**config.mk**
```make
export PLATFORM = sky130hd
export DESIGN_NAME = osc_ctrl
export DESIGN_NICKNAME = d
export VERILOG_FILES = /design/src/design/osc_ctrl.v
export VERILOG_INCLUDE_DIRS = /design/src /design/src/design
export SDC_FILE = /design/constraint.sdc
export NUM_CORES = 1
export LEC_CHECK = 0
export BUFFER_PORTS_ARGS = -buffer_cell sky130_fd_sc_hd__buf_2
export CAP_MARGIN = 20
export CORE_MARGIN = 3
export CORE_UTILIZATION = 40
export DETAILED_ROUTE_END_ITERATION = 8
export GPL_ROUTABILITY_DRIVEN = 1
export GPL_TIMING_DRIVEN = 0
export RECOVER_POWER = 100
export SETUP_SLACK_MARGIN = 0.1
export SLEW_MARGIN = 15
export SYNTH_ARGS = -nofsm -noshare
export SYNTH_HDL_FRONTEND = slang
export SYNTH_SLANG_ARGS = --single-unit
```
**constraint.sdc**
```tcl
create_clock -name clk -period 9.8 [get_ports clk]
set_input_delay 1.47 -clock clk [delete_from_list [all_inputs] [get_ports clk]]
set_output_delay 1.47 -clock clk [all_outputs]
set_load 0.01 [all_outputs]
```
**src/design/osc_map.vh**
```
`ifndef OSC_MAP_VH
`define OSC_MAP_VH
// register indices as printed; byte address is four times the index
`define OSC_IDX_REQ      12'h28d
`define OSC_IDX_CUR      12'h28e
`define OSC_IDX_SWCTL    12'h28f
`define OSC_IDX_STAT     12'h290
`define OSC_IDX_FORCE    12'h291
`define OSC_IDX_TRIM     12'h292
`define OSC_IDX_FRQ      12'h293
`define OSC_IDX_AUTO     12'h294
// request / current fields
`define OSC_SRC_HI       6
`define OSC_SRC_LO       4
`define OSC_DIV_HI       3
`define OSC_DIV_LO       0
// switch control fields
`define OSC_HOLD_BIT     7
`define OSC_SPWR_BIT     6
`define OSC_DONE_BIT     4
`define OSC_NRDY_BIT     3
// force enable fields
`define OSC_FEN_MASK     8'hfd
`define OSC_PLLSEL_BIT   0
// auto trim enable position in own register
`define OSC_AUTO_BIT     7
// frequency select
`define OSC_FRQ_MAX      3'h5
// reset values
`define OSC_RST_ZERO     8'h00
`define OSC_RST_FRQ      3'h0
// reserved source codes: 3'h3 and 3'h7 (one-hot-ish table is outside)
`define OSC_SRC_RSVD_A   3'h3
`define OSC_SRC_RSVD_B   3'h7
// axi responses
`define OSC_RESP_OKAY    2'h0
`define OSC_RESP_SLVERR  2'h2
`endif
```
**src/design/osc_ctrl.v**
```verilog
`include "osc_map.vh"

module osc_ctrl (
  // clock and reset
  input  wire        clk,
  input  wire        sys_rst,
  // axi4-lite write address
  input  wire [13:0] s_axi_awaddr,
  input  wire        s_axi_awvalid,
  output reg         s_axi_awready,
  // axi4-lite write data
  input  wire [31:0] s_axi_wdata,
  input  wire [3:0]  s_axi_wstrb,
  input  wire        s_axi_wvalid,
  output reg         s_axi_wready,
  // axi4-lite write response
  output reg  [1:0]  s_axi_bresp,
  output reg         s_axi_bvalid,
  input  wire        s_axi_bready,
  // axi4-lite read address
  input  wire [13:0] s_axi_araddr,
  input  wire        s_axi_arvalid,
  output reg         s_axi_arready,
  // axi4-lite read data
  output reg  [31:0] s_axi_rdata,
  output reg  [1:0]  s_axi_rresp,
  output reg         s_axi_rvalid,
  input  wire        s_axi_rready,
  // configuration straps
  input  wire        switch_permit_config,
  input  wire [2:0]  reset_source_config,
  input  wire [3:0]  reset_divider_config,
  // per-source ready, indexed by source code, from the oscillators
  input  wire [7:0]  source_ready_in,
  // oscillator status: ext, fast, med, slow, sec, adc rc, special
  input  wire [6:0]  osc_usable_in,
  input  wire        multiplier_lock_in,
  // peripheral demand for each oscillator, same order
  input  wire [6:0]  osc_periph_req,
  input  wire        periph_ext_req,
  // auto trim engine
  input  wire [5:0]  auto_trim_value,
  // oscillator controls
  output reg  [6:0]  osc_run,
  output reg         secondary_power_select,
  output reg  [2:0]  fast_freq_select,
  output reg  [5:0]  trim_value,
  output reg         periph_ext_use_multiplier,
  output reg         multiplier_run,
  // system clock selection
  output reg  [2:0]  source_current,
  output reg  [3:0]  divider_current,
  output reg         switch_event
);

  // ****************************************************************
  // ** straps and pin synchronisers
  // ****************************************************************
  reg        strap_done_r;
  reg        permit_r;
  reg [2:0]  source_request_r;
  reg [3:0]  divider_request_r;
  wire [7:0] rdy_r;
  wire [6:0] usable_r;
  wire       lock_r;

  // pins change only once two later stages agree
  osc_sync #(
    .W(8)
  ) u_rdy_sync (
    .clk     (clk),
    .sys_rst (sys_rst),
    .d       (source_ready_in),
    .q       (rdy_r)
  );

  osc_sync #(
    .W(7)
  ) u_usable_sync (
    .clk     (clk),
    .sys_rst (sys_rst),
    .d       (osc_usable_in),
    .q       (usable_r)
  );

  osc_sync #(
    .W(1)
  ) u_lock_sync (
    .clk     (clk),
    .sys_rst (sys_rst),
    .d       (multiplier_lock_in),
    .q       (lock_r)
  );

  // ****************************************************************
  // ** register state
  // ****************************************************************
  reg        hold_r;
  reg        spwr_r;
  reg [7:0]  force_r;
  reg [5:0]  trim_r;
  reg [2:0]  frq_r;
  reg        auto_r;
  reg        nrdy_r;

  wire       switching = (source_request_r != source_current) ||
                         (divider_request_r != divider_current);
  wire       req_ready = rdy_r[source_request_r];

  // ****************************************************************
  // ** axi4-lite slave
  // ****************************************************************
  reg        aw_have_r, w_have_r;
  reg [11:0] aw_idx_r;
  reg [7:0]  wd_r;
  reg        wb0_r;

  wire       do_write = aw_have_r && w_have_r && !s_axi_bvalid;
  wire       wr_hit   = do_write && wb0_r;
  wire [2:0] wsrc     = wd_r[`OSC_SRC_HI:`OSC_SRC_LO];
  wire       wsrc_ok  = (wsrc != `OSC_SRC_RSVD_A) &&
                        (wsrc != `OSC_SRC_RSVD_B);

  function idx_ok;
    input [11:0] i;
    begin
      idx_ok = (i >= `OSC_IDX_REQ) && (i <= `OSC_IDX_AUTO);
    end
  endfunction

  always @(posedge clk or posedge sys_rst) begin
    if (sys_rst) begin
      s_axi_awready <= 1'b0;
      s_axi_wready  <= 1'b0;
      s_axi_bvalid  <= 1'b0;
      s_axi_bresp   <= `OSC_RESP_OKAY;
      aw_have_r     <= 1'b0;
      w_have_r      <= 1'b0;
      aw_idx_r      <= 12'h000;
      wd_r          <= 8'h00;
      wb0_r         <= 1'b0;
    end else begin
      s_axi_awready <= !aw_have_r && !s_axi_awready && s_axi_awvalid;
      s_axi_wready  <= !w_have_r && !s_axi_wready && s_axi_wvalid;
      if (s_axi_awvalid && s_axi_awready) begin
        aw_have_r <= 1'b1;
        aw_idx_r  <= s_axi_awaddr[13:2];
      end
      if (s_axi_wvalid && s_axi_wready) begin
        w_have_r <= 1'b1;
        wd_r     <= s_axi_wdata[7:0];
        wb0_r    <= s_axi_wstrb[0];
      end
      if (do_write) begin
        aw_have_r    <= 1'b0;
        w_have_r     <= 1'b0;
        s_axi_bvalid <= 1'b1;
        s_axi_bresp  <= idx_ok(aw_idx_r) ? `OSC_RESP_OKAY
                                         : `OSC_RESP_SLVERR;
      end else if (s_axi_bvalid && s_axi_bready) begin
        s_axi_bvalid <= 1'b0;
      end
    end
  end

  reg [7:0] rd_nxt;
  always @* begin
    rd_nxt = 8'h00;
    case (s_axi_araddr[13:2])
      `OSC_IDX_REQ:   rd_nxt = {1'b0, source_request_r,
                                divider_request_r};
      `OSC_IDX_CUR:   rd_nxt = {1'b0, source_current,
                                divider_current};
      `OSC_IDX_SWCTL: rd_nxt = {hold_r, spwr_r, 1'b0, !switching,
                                nrdy_r, 3'h0};
      `OSC_IDX_STAT:  rd_nxt = {usable_r,
                                multiplier_run & usable_r[6] &
                                lock_r};
      `OSC_IDX_FORCE: rd_nxt = force_r;
      `OSC_IDX_TRIM:  rd_nxt = {2'h0, trim_r};
      `OSC_IDX_FRQ:   rd_nxt = {5'h00, frq_r};
      `OSC_IDX_AUTO:  rd_nxt = {auto_r, 7'h00};
      default:        rd_nxt = 8'h00;
    endcase
  end

  always @(posedge clk or posedge sys_rst) begin
    if (sys_rst) begin
      s_axi_arready <= 1'b0;
      s_axi_rvalid  <= 1'b0;
      s_axi_rdata   <= 32'h0000_0000;
      s_axi_rresp   <= `OSC_RESP_OKAY;
    end else begin
      s_axi_arready <= !s_axi_arready && !s_axi_rvalid && s_axi_arvalid;
      if (s_axi_arvalid && s_axi_arready) begin
        s_axi_rvalid <= 1'b1;
        s_axi_rdata  <= {24'h00_0000, rd_nxt};
        s_axi_rresp  <= idx_ok(s_axi_araddr[13:2]) ? `OSC_RESP_OKAY
                                                   : `OSC_RESP_SLVERR;
      end else if (s_axi_rvalid && s_axi_rready) begin
        s_axi_rvalid <= 1'b0;
      end
    end
  end

  // ****************************************************************
  // ** software registers
  // ****************************************************************
  always @(posedge clk or posedge sys_rst) begin
    if (sys_rst) begin
      strap_done_r      <= 1'b0;
      permit_r          <= 1'b0;
      source_request_r  <= 3'h0;
      divider_request_r <= 4'h0;
      hold_r            <= 1'b0;
      spwr_r            <= 1'b0;
      force_r           <= `OSC_RST_ZERO;
      trim_r            <= 6'h00;
      frq_r             <= `OSC_RST_FRQ;
      auto_r            <= 1'b0;
    end else begin
      // straps caught once after release
      if (!strap_done_r) begin
        strap_done_r      <= 1'b1;
        permit_r          <= switch_permit_config;
        source_request_r  <= reset_source_config;
        divider_request_r <= reset_divider_config;
      end else if (wr_hit && aw_idx_r == `OSC_IDX_REQ &&
                   permit_r && wsrc_ok) begin
        source_request_r  <= wsrc;
        divider_request_r <= wd_r[`OSC_DIV_HI:`OSC_DIV_LO];
      end
      if (wr_hit && aw_idx_r == `OSC_IDX_SWCTL) begin
        hold_r <= wd_r[`OSC_HOLD_BIT];
        spwr_r <= wd_r[`OSC_SPWR_BIT];
      end
      if (wr_hit && aw_idx_r == `OSC_IDX_FORCE) begin
        force_r <= wd_r & `OSC_FEN_MASK;
      end
      // reserved frequency codes are not stored
      if (wr_hit && aw_idx_r == `OSC_IDX_FRQ &&
          wd_r[2:0] <= `OSC_FRQ_MAX) begin
        frq_r <= wd_r[2:0];
      end
      if (wr_hit && aw_idx_r == `OSC_IDX_AUTO) begin
        auto_r <= wd_r[`OSC_AUTO_BIT];
      end
      if (auto_r) begin
        trim_r <= auto_trim_value;
      end else if (wr_hit && aw_idx_r == `OSC_IDX_TRIM) begin
        trim_r <= wd_r[5:0];
      end
    end
  end

  // ****************************************************************
  // ** clock switch
  // ****************************************************************
  // one stage of ready before the switch mirrors the status timing
  always @(posedge clk or posedge sys_rst) begin
    if (sys_rst) begin
      nrdy_r          <= 1'b0;
      source_current  <= 3'h0;
      divider_current <= 4'h0;
      switch_event    <= 1'b0;
    end else begin
      switch_event <= 1'b0;
      if (!strap_done_r) begin
        source_current  <= reset_source_config;
        divider_current <= reset_divider_config;
        nrdy_r          <= 1'b0;
      end else if (switching && req_ready) begin
        nrdy_r <= 1'b1;
        if (nrdy_r && !hold_r) begin
          source_current  <= source_request_r;
          divider_current <= divider_request_r;
          nrdy_r          <= 1'b0;
          switch_event    <= 1'b1;
        end
      end else begin
        nrdy_r <= 1'b0;
      end
    end
  end

  // ****************************************************************
  // ** oscillator enables
  // ****************************************************************
  always @(posedge clk or posedge sys_rst) begin
    if (sys_rst) begin
      osc_run                   <= 7'h00;
      secondary_power_select    <= 1'b0;
      fast_freq_select          <= `OSC_RST_FRQ;
      trim_value                <= 6'h00;
      periph_ext_use_multiplier <= 1'b0;
      multiplier_run            <= 1'b0;
    end else begin
      // force bits 7..2 map to ext..adc rc; special osc on demand only
      osc_run <= {force_r[7:2], 1'b0} | osc_periph_req;
      secondary_power_select    <= spwr_r;
      fast_freq_select          <= frq_r;
      trim_value                <= trim_r;
      // affects peripherals only, never source_current
      periph_ext_use_multiplier <= force_r[`OSC_PLLSEL_BIT];
      multiplier_run <= force_r[`OSC_PLLSEL_BIT] &
                        periph_ext_req;
    end
  end

endmodule // osc_ctrl

// ****************************************************************
// ** three-stage pin synchroniser
// ****************************************************************
// a bit moves only when stages two and three agree, so a
// metastable first stage never reaches the logic; costs one
// extra cycle of latency on every status pin
module osc_sync #(
  parameter W = 1
) (
  // clock and reset
  input  wire         clk,
  input  wire         sys_rst,
  // pin side and clean side
  input  wire [W-1:0] d,
  output reg  [W-1:0] q
);

  reg [W-1:0] s1_r;
  reg [W-1:0] s2_r;
  reg [W-1:0] s3_r;

  always @(posedge clk or posedge sys_rst) begin
    if (sys_rst) begin
      s1_r <= {W{1'b0}};
      s2_r <= {W{1'b0}};
      s3_r <= {W{1'b0}};
      q    <= {W{1'b0}};
    end else begin
      s1_r <= d;
      s2_r <= s1_r;
      s3_r <= s2_r;
      // hold while the two stages disagree
      q    <= (s2_r & s3_r) | (q & (s2_r | s3_r));
    end
  end

endmodule // osc_sync

```
Word level (Yosys, flattened, before mapping)
Cells that the tools add are included.
- register bits after elaboration: 160
- output and inout bits: 68
- $lt $le $gt $ge: 6
- equality and inequality tests: 21
- muxes and demuxes: 31
- bitwise gates (word level): 16
- reduce and logical (&&, ||, !) cells: 44
- operators with widths (kind ; count):
    == test 12 x 10 -> 1 bit (second input constant) ; 14
    one-hot mux 8 bit (8 select lines) ; 1
    logical AND 1 bit ; 28
    greater-or-equal comparator 12 x 10 -> 1 bit (second input constant) ; 2
    <= comparator 12 x 10 -> 1 bit (second input constant) ; 2
    bitwise OR 7 bit ; 3
    2-to-1 mux 4 bit ; 5
    bitwise AND 8 bit ; 2
    bitwise OR 8 bit ; 2
    2-to-1 mux 1 bit ; 15
    2-to-1 mux 3 bit ; 5
    bitwise AND 7 bit ; 2
    2-to-1 mux 6 bit ; 2
    nonzero test 2 bit ; 5
    zero test 1 bit ; 9
    != test 2 x 1 -> 1 bit (second input constant) ; 3
    bitwise AND 1 bit ; 5
    < comparator 3 x 4 -> 1 bit (second input constant) ; 1
    2-to-1 mux 2 bit ; 2
    != test 4 bit ; 1
    binary-select mux 1 bit (select 3 bit) ; 1
    <= comparator 3 bit (second input constant) ; 1
    != test 3 x 2 -> 1 bit (second input constant) ; 1
    != test 3 bit ; 1
    4 further kinds ; 5

Depth between registers and ports, before layout
- depth in word-level cells: 8
- gate-level depth with buffers: 6

Modules after synthesis
Synthesis repeated with hierarchy kept, for this count alone.
- cell total of the unflattened synthesis: 479
- area, all modules: 6363.6 sq um
- modules (own cells, without submodules) (module ; times used ; cells an instance ; area an instance (sq um)):
    osc_ctrl ; 1 ; 396 ; 4570.6
    osc_sync (u_rdy_sync) ; 1 ; 41 ; 894.6
    osc_sync (u_usable_sync) ; 1 ; 36 ; 783.3
    osc_sync (u_lock_sync) ; 1 ; 6 ; 115.1

Worst setup path after synthesis
OpenSTA, ideal clock, no wires.
- kind: input to register
- from: input s_axi_araddr[13]
- to: register s_axi_rdata[0]
- setup time: 83 ps
- arrival time: 2898 ps
- path slack: 6820 ps
- stages on the path: 4
- cells stage by stage: or4b_2 -> nor3_1 -> nand2_1 -> o21ai_0
- longest elaborated chain between the ends: 2
- ends and longest elaborated chain (what ; RTL line ; source):
    start: declaration ; osc_ctrl.v:21 ; input wire [13:0] s_axi_araddr,
    == test 12 x 10 -> 1 bit ; osc_ctrl.v:169 ; case (s_axi_araddr[13:2])
    one-hot mux 8 bit (8 select lines) * ; osc_ctrl.v:169 ;
    end signal: assignment ; osc_ctrl.v:197 ; s_axi_rdata <= {24'h00_0000, rd_nxt};
    end: declaration ; osc_ctrl.v:25 ; output reg [31:0] s_axi_rdata,
Mark *: on every way between the ends. The rest lies on a longest branch, timed or not.
A chain may end at the register's enable or synchronous reset.

==> reports/metrics.cfg <==
[outcome]
run_status = finished with violations
violations_in_the_final_reports = max-capacitance violations, max-slew violations

[critical_path]
timing.critical_path.required_ns = 9.57
timing.critical_path.arrival_ns = 4.01
critPathBufInv = 2
critical_path_class = in2async
worst_path_max_delay_cell = clkinvlp_2
cp_max_fo = 99
worstSetupEndpointType = async pin
worst_setup_path_start_kind = input pin
crit_family = buffers and inverters
cp_slowest_stage_delay_ns = 2.40
cp_cell_sequence = buf_2, clkinvlp_2

[power_and_ir_drop]
design_power_total_uw = 1700
worst_ir_drop_vdd_v = 0.000176
leakage_uw = 0.00357
cellPowerDensity_nw_per_um2 = 216

[place]
io_buffer_count = 117
gp_congestion = 0.857
detailed_place_hpwl_um = 10500
placed_cell_area_um2 = 7400

[logic_synthesis]
synthCells = 493
synth_top_cells_by_area = dfrtp_1, mux2_2, buf_4
synthesis.yosys.warnings = 0
yosys.cell_count.top_type = dfrtp_1
synth_enable_flop_cells = 0
synth_seq_cells = 158
post-synth-top-area-fraction_pct = 61.6
synth-main-ff-cell = dfrtp_1
synthesis.area_per_instance_um2 = 13.0
asyncSetResetFlopFracSynth_pct = 100
synth_cell_type_count = 56
synth.top_cells.by_count = dfrtp_1, mux2_2, buf_4
post_synth_instance_area_um2 = 6420
yosys.area.top_type = dfrtp_1
yosysSeqAreaShare_pct = 61.6

[drt]
detailroute.wirelength.met3_um = 987
wire_per_inst_um = 16.0
detail_route.wirelength.met1_um = 6320
drc = 0
drt_pass1_iterations = 4
top_layer_used = met5
route.antenna.remaining_nets = 0
drt_wl_total_um = 14100
avgViaCountPerCell = 4.87
met2_length_um = 6490
drtIter0Drc = 191
routed-via-count = 4281

[cts]
postCtsResizedCells = 0
cts_setup_buffers = 0
cts.sink_count = 158
postCtsHoldBufs = 0
clock_tree_from_tritoncts = built
clk_transition_reported_paths_ns = 0.06
clock_tree.htree_level_count = 4
cts-buffers-inserted = 17
clock-root-buffer = clkbuf_16
clk-insertion-delay-late_ns = 0.42
ctsLongestPathBuffers = 2

[floorplan]
ios = 177
floorplan.die.height_um = 133
design.core.area_um2 = 15500
floorplan.rows = 45
die-area_um2 = 17600
floorplan.initialDensity_pct = 41.5
dieWidth_um = 133

[timing]
rsz0062_at_grt = false
timing.final.setup_violations = 0
final.setup.tns_ns = 0
worst_clock_skew_ns = 0.0140
finalHoldViolCount = 0
max_freq_mhz = 236
report.final.slew_viol_count = 99
post-route-period-util_pct = 43.3
slew_headroom_pct = -187
min_period_ns = 4.24
worst_pin_slew_ns = 4.28

[layout]
post_route_cells_drive_above_1_share_pct = 27.7
syn2layout_area_growth_pct = 22.8
insertedDiodeCount = 0
multi_input_comb_area_um2 = 2220
layout.cell_area.non_filler_um2 = 7890
area.sequential_um2 = 3950
fin_nets = 764
filler_cell_count = 1407

[global_routing]
grt_pass1_wl_um = 22900
grt_pass1_vias = 4438
overflow = 0
maximum_number_of_pins_on_one_net_before_global_route_repair = 100
grt_antenna_before_repair = 2
groute.usage.overall_pct = 16.7

[run]
drv.max_cap_violation_count = 1

[worst_hold_path]
timing.hold.worst.class = reg2reg

state kept, by name (all words and copies together) (netlist names), 4 cells and up:
signal              count
u_usable_sync.s2_r      7
wd_r                    8
divider_request_r       4
aw_idx_r               12
divider_current         4
u_usable_sync.s1_r      7
u_rdy_sync.s1_r         8
u_usable_sync.s3_r      7
u_rdy_sync.s3_r         8
force_r                 7
osc_run                 7
u_rdy_sync.s2_r         8
s_axi_rdata             8
u_usable_sync.q         7
trim_value              6
trim_r                  6
u_rdy_sync.q            8
worst paths after layout:
path	slack, ns	start	cells after the start	end
min reg2reg	0.35	u_rdy_sync.s1_r[1]	0	u_rdy_sync.s2_r[1]
max	5.56	sys_rst	2	s_axi_rdata[5]
min	0.35	u_rdy_sync.s1_r[1]	0	u_rdy_sync.s2_r[1]
max in group clk	6.91	s_axi_araddr[13]	5	s_axi_rdata[1]
min in group asynchronous	2.36	sys_rst	2	osc_run[0]
max reg2reg	7.29	source_request_r[2]	6	divider_current[1]
cells by family (layout without fill, tap and decap cells):
logic type	Yosys count	in the layout	share of synthesized area [%]
simple gates	109	109	10.4
compound gates	93	93	10.5
other cells	2	27	0.117
buf+inv	61	211	5.26
xor+xnor	7	7	0.954
mux	47	47	8.80
fa+ha+maj	16	16	2.49
flops	158	158	61.6
where the power goes:
group | switching (uW) | internal (uW)
registers | 83.2 | 739
clock network | 268 | 353
logic | 132 | 125
total | 484 | 1220
cell type report:
cell class | count | share of cell area, %
buffer | 45 | 3.38
clock buffer | 18 | 5.44
clock inverter | 14 | 1.71
inverter | 16 | 0.777
multi-input combinational | 299 | 28.2
sequential | 158 | 50.1
tap | 211 | 3.35
timing repair buffer | 118 | 7.06
per-layer routing:
| metal | GRT usage, % | vias to the layer above |
|---|---|---|
| met5 | 0 | - |
| met4 | 5.66 | 4 |
| li1 | - | 2034 |
| met2 | 25.4 | 143 |
| met1 | 22.2 | 2080 |
| met3 | 6.12 | 20 |
cells in the final DEF, fill, tap and decap left out, types with 5 or more instances in the layout:
| master | synthesis | final |
|---|---|---|
| nor3_1 | 9 | 9 |
| dfrtp_1 | 158 | 158 |
| maj3_1 | 16 | 16 |
| nand2_1 | 21 | 21 |
| buf_4 | 26 | 26 |
| a22o_1 | 8 | 8 |
| nand2b_1 | 16 | 16 |
| nor2b_1 | 7 | 7 |
| or3_1 | 5 | 6 |
| clkbuf_1 | 12 | 64 |
| buf_2 | 3 | 72 |
| xor2_1 | 7 | 7 |
| a21oi_1 | 8 | 8 |
| a211oi_1 | 7 | 7 |
| clkbuf_16 | 0 | 17 |
| mux2i_1 | 7 | 7 |
| o21ai_0 | 17 | 17 |
| a31oi_1 | 5 | 5 |
| o31a_1 | 8 | 8 |
| a2111oi_0 | 5 | 5 |
| a21o_1 | 7 | 7 |
| o21a_1 | 7 | 7 |
| conb_1 | 2 | 27 |
| nor2_1 | 15 | 15 |
| mux2_2 | 36 | 36 |
| inv_1 | 16 | 15 |
| or2_2 | 7 | 7 |
| a22oi_1 | 7 | 7 |
per-stage QoR:
stage                     util, %  hold slack, ns  instances  worst slack [ns]
after floorplan                 -           0.331        518              4.07
after global placement       47.6           0.332        846              2.51
after detailed placement     47.8           0.335        847              6.49
after CTS                    51.5           0.349        879              6.92
after global routing         50.9           0.355        879              4.77
final                        50.9           0.347        879              5.56
Power figures use the tool's default switching activity.
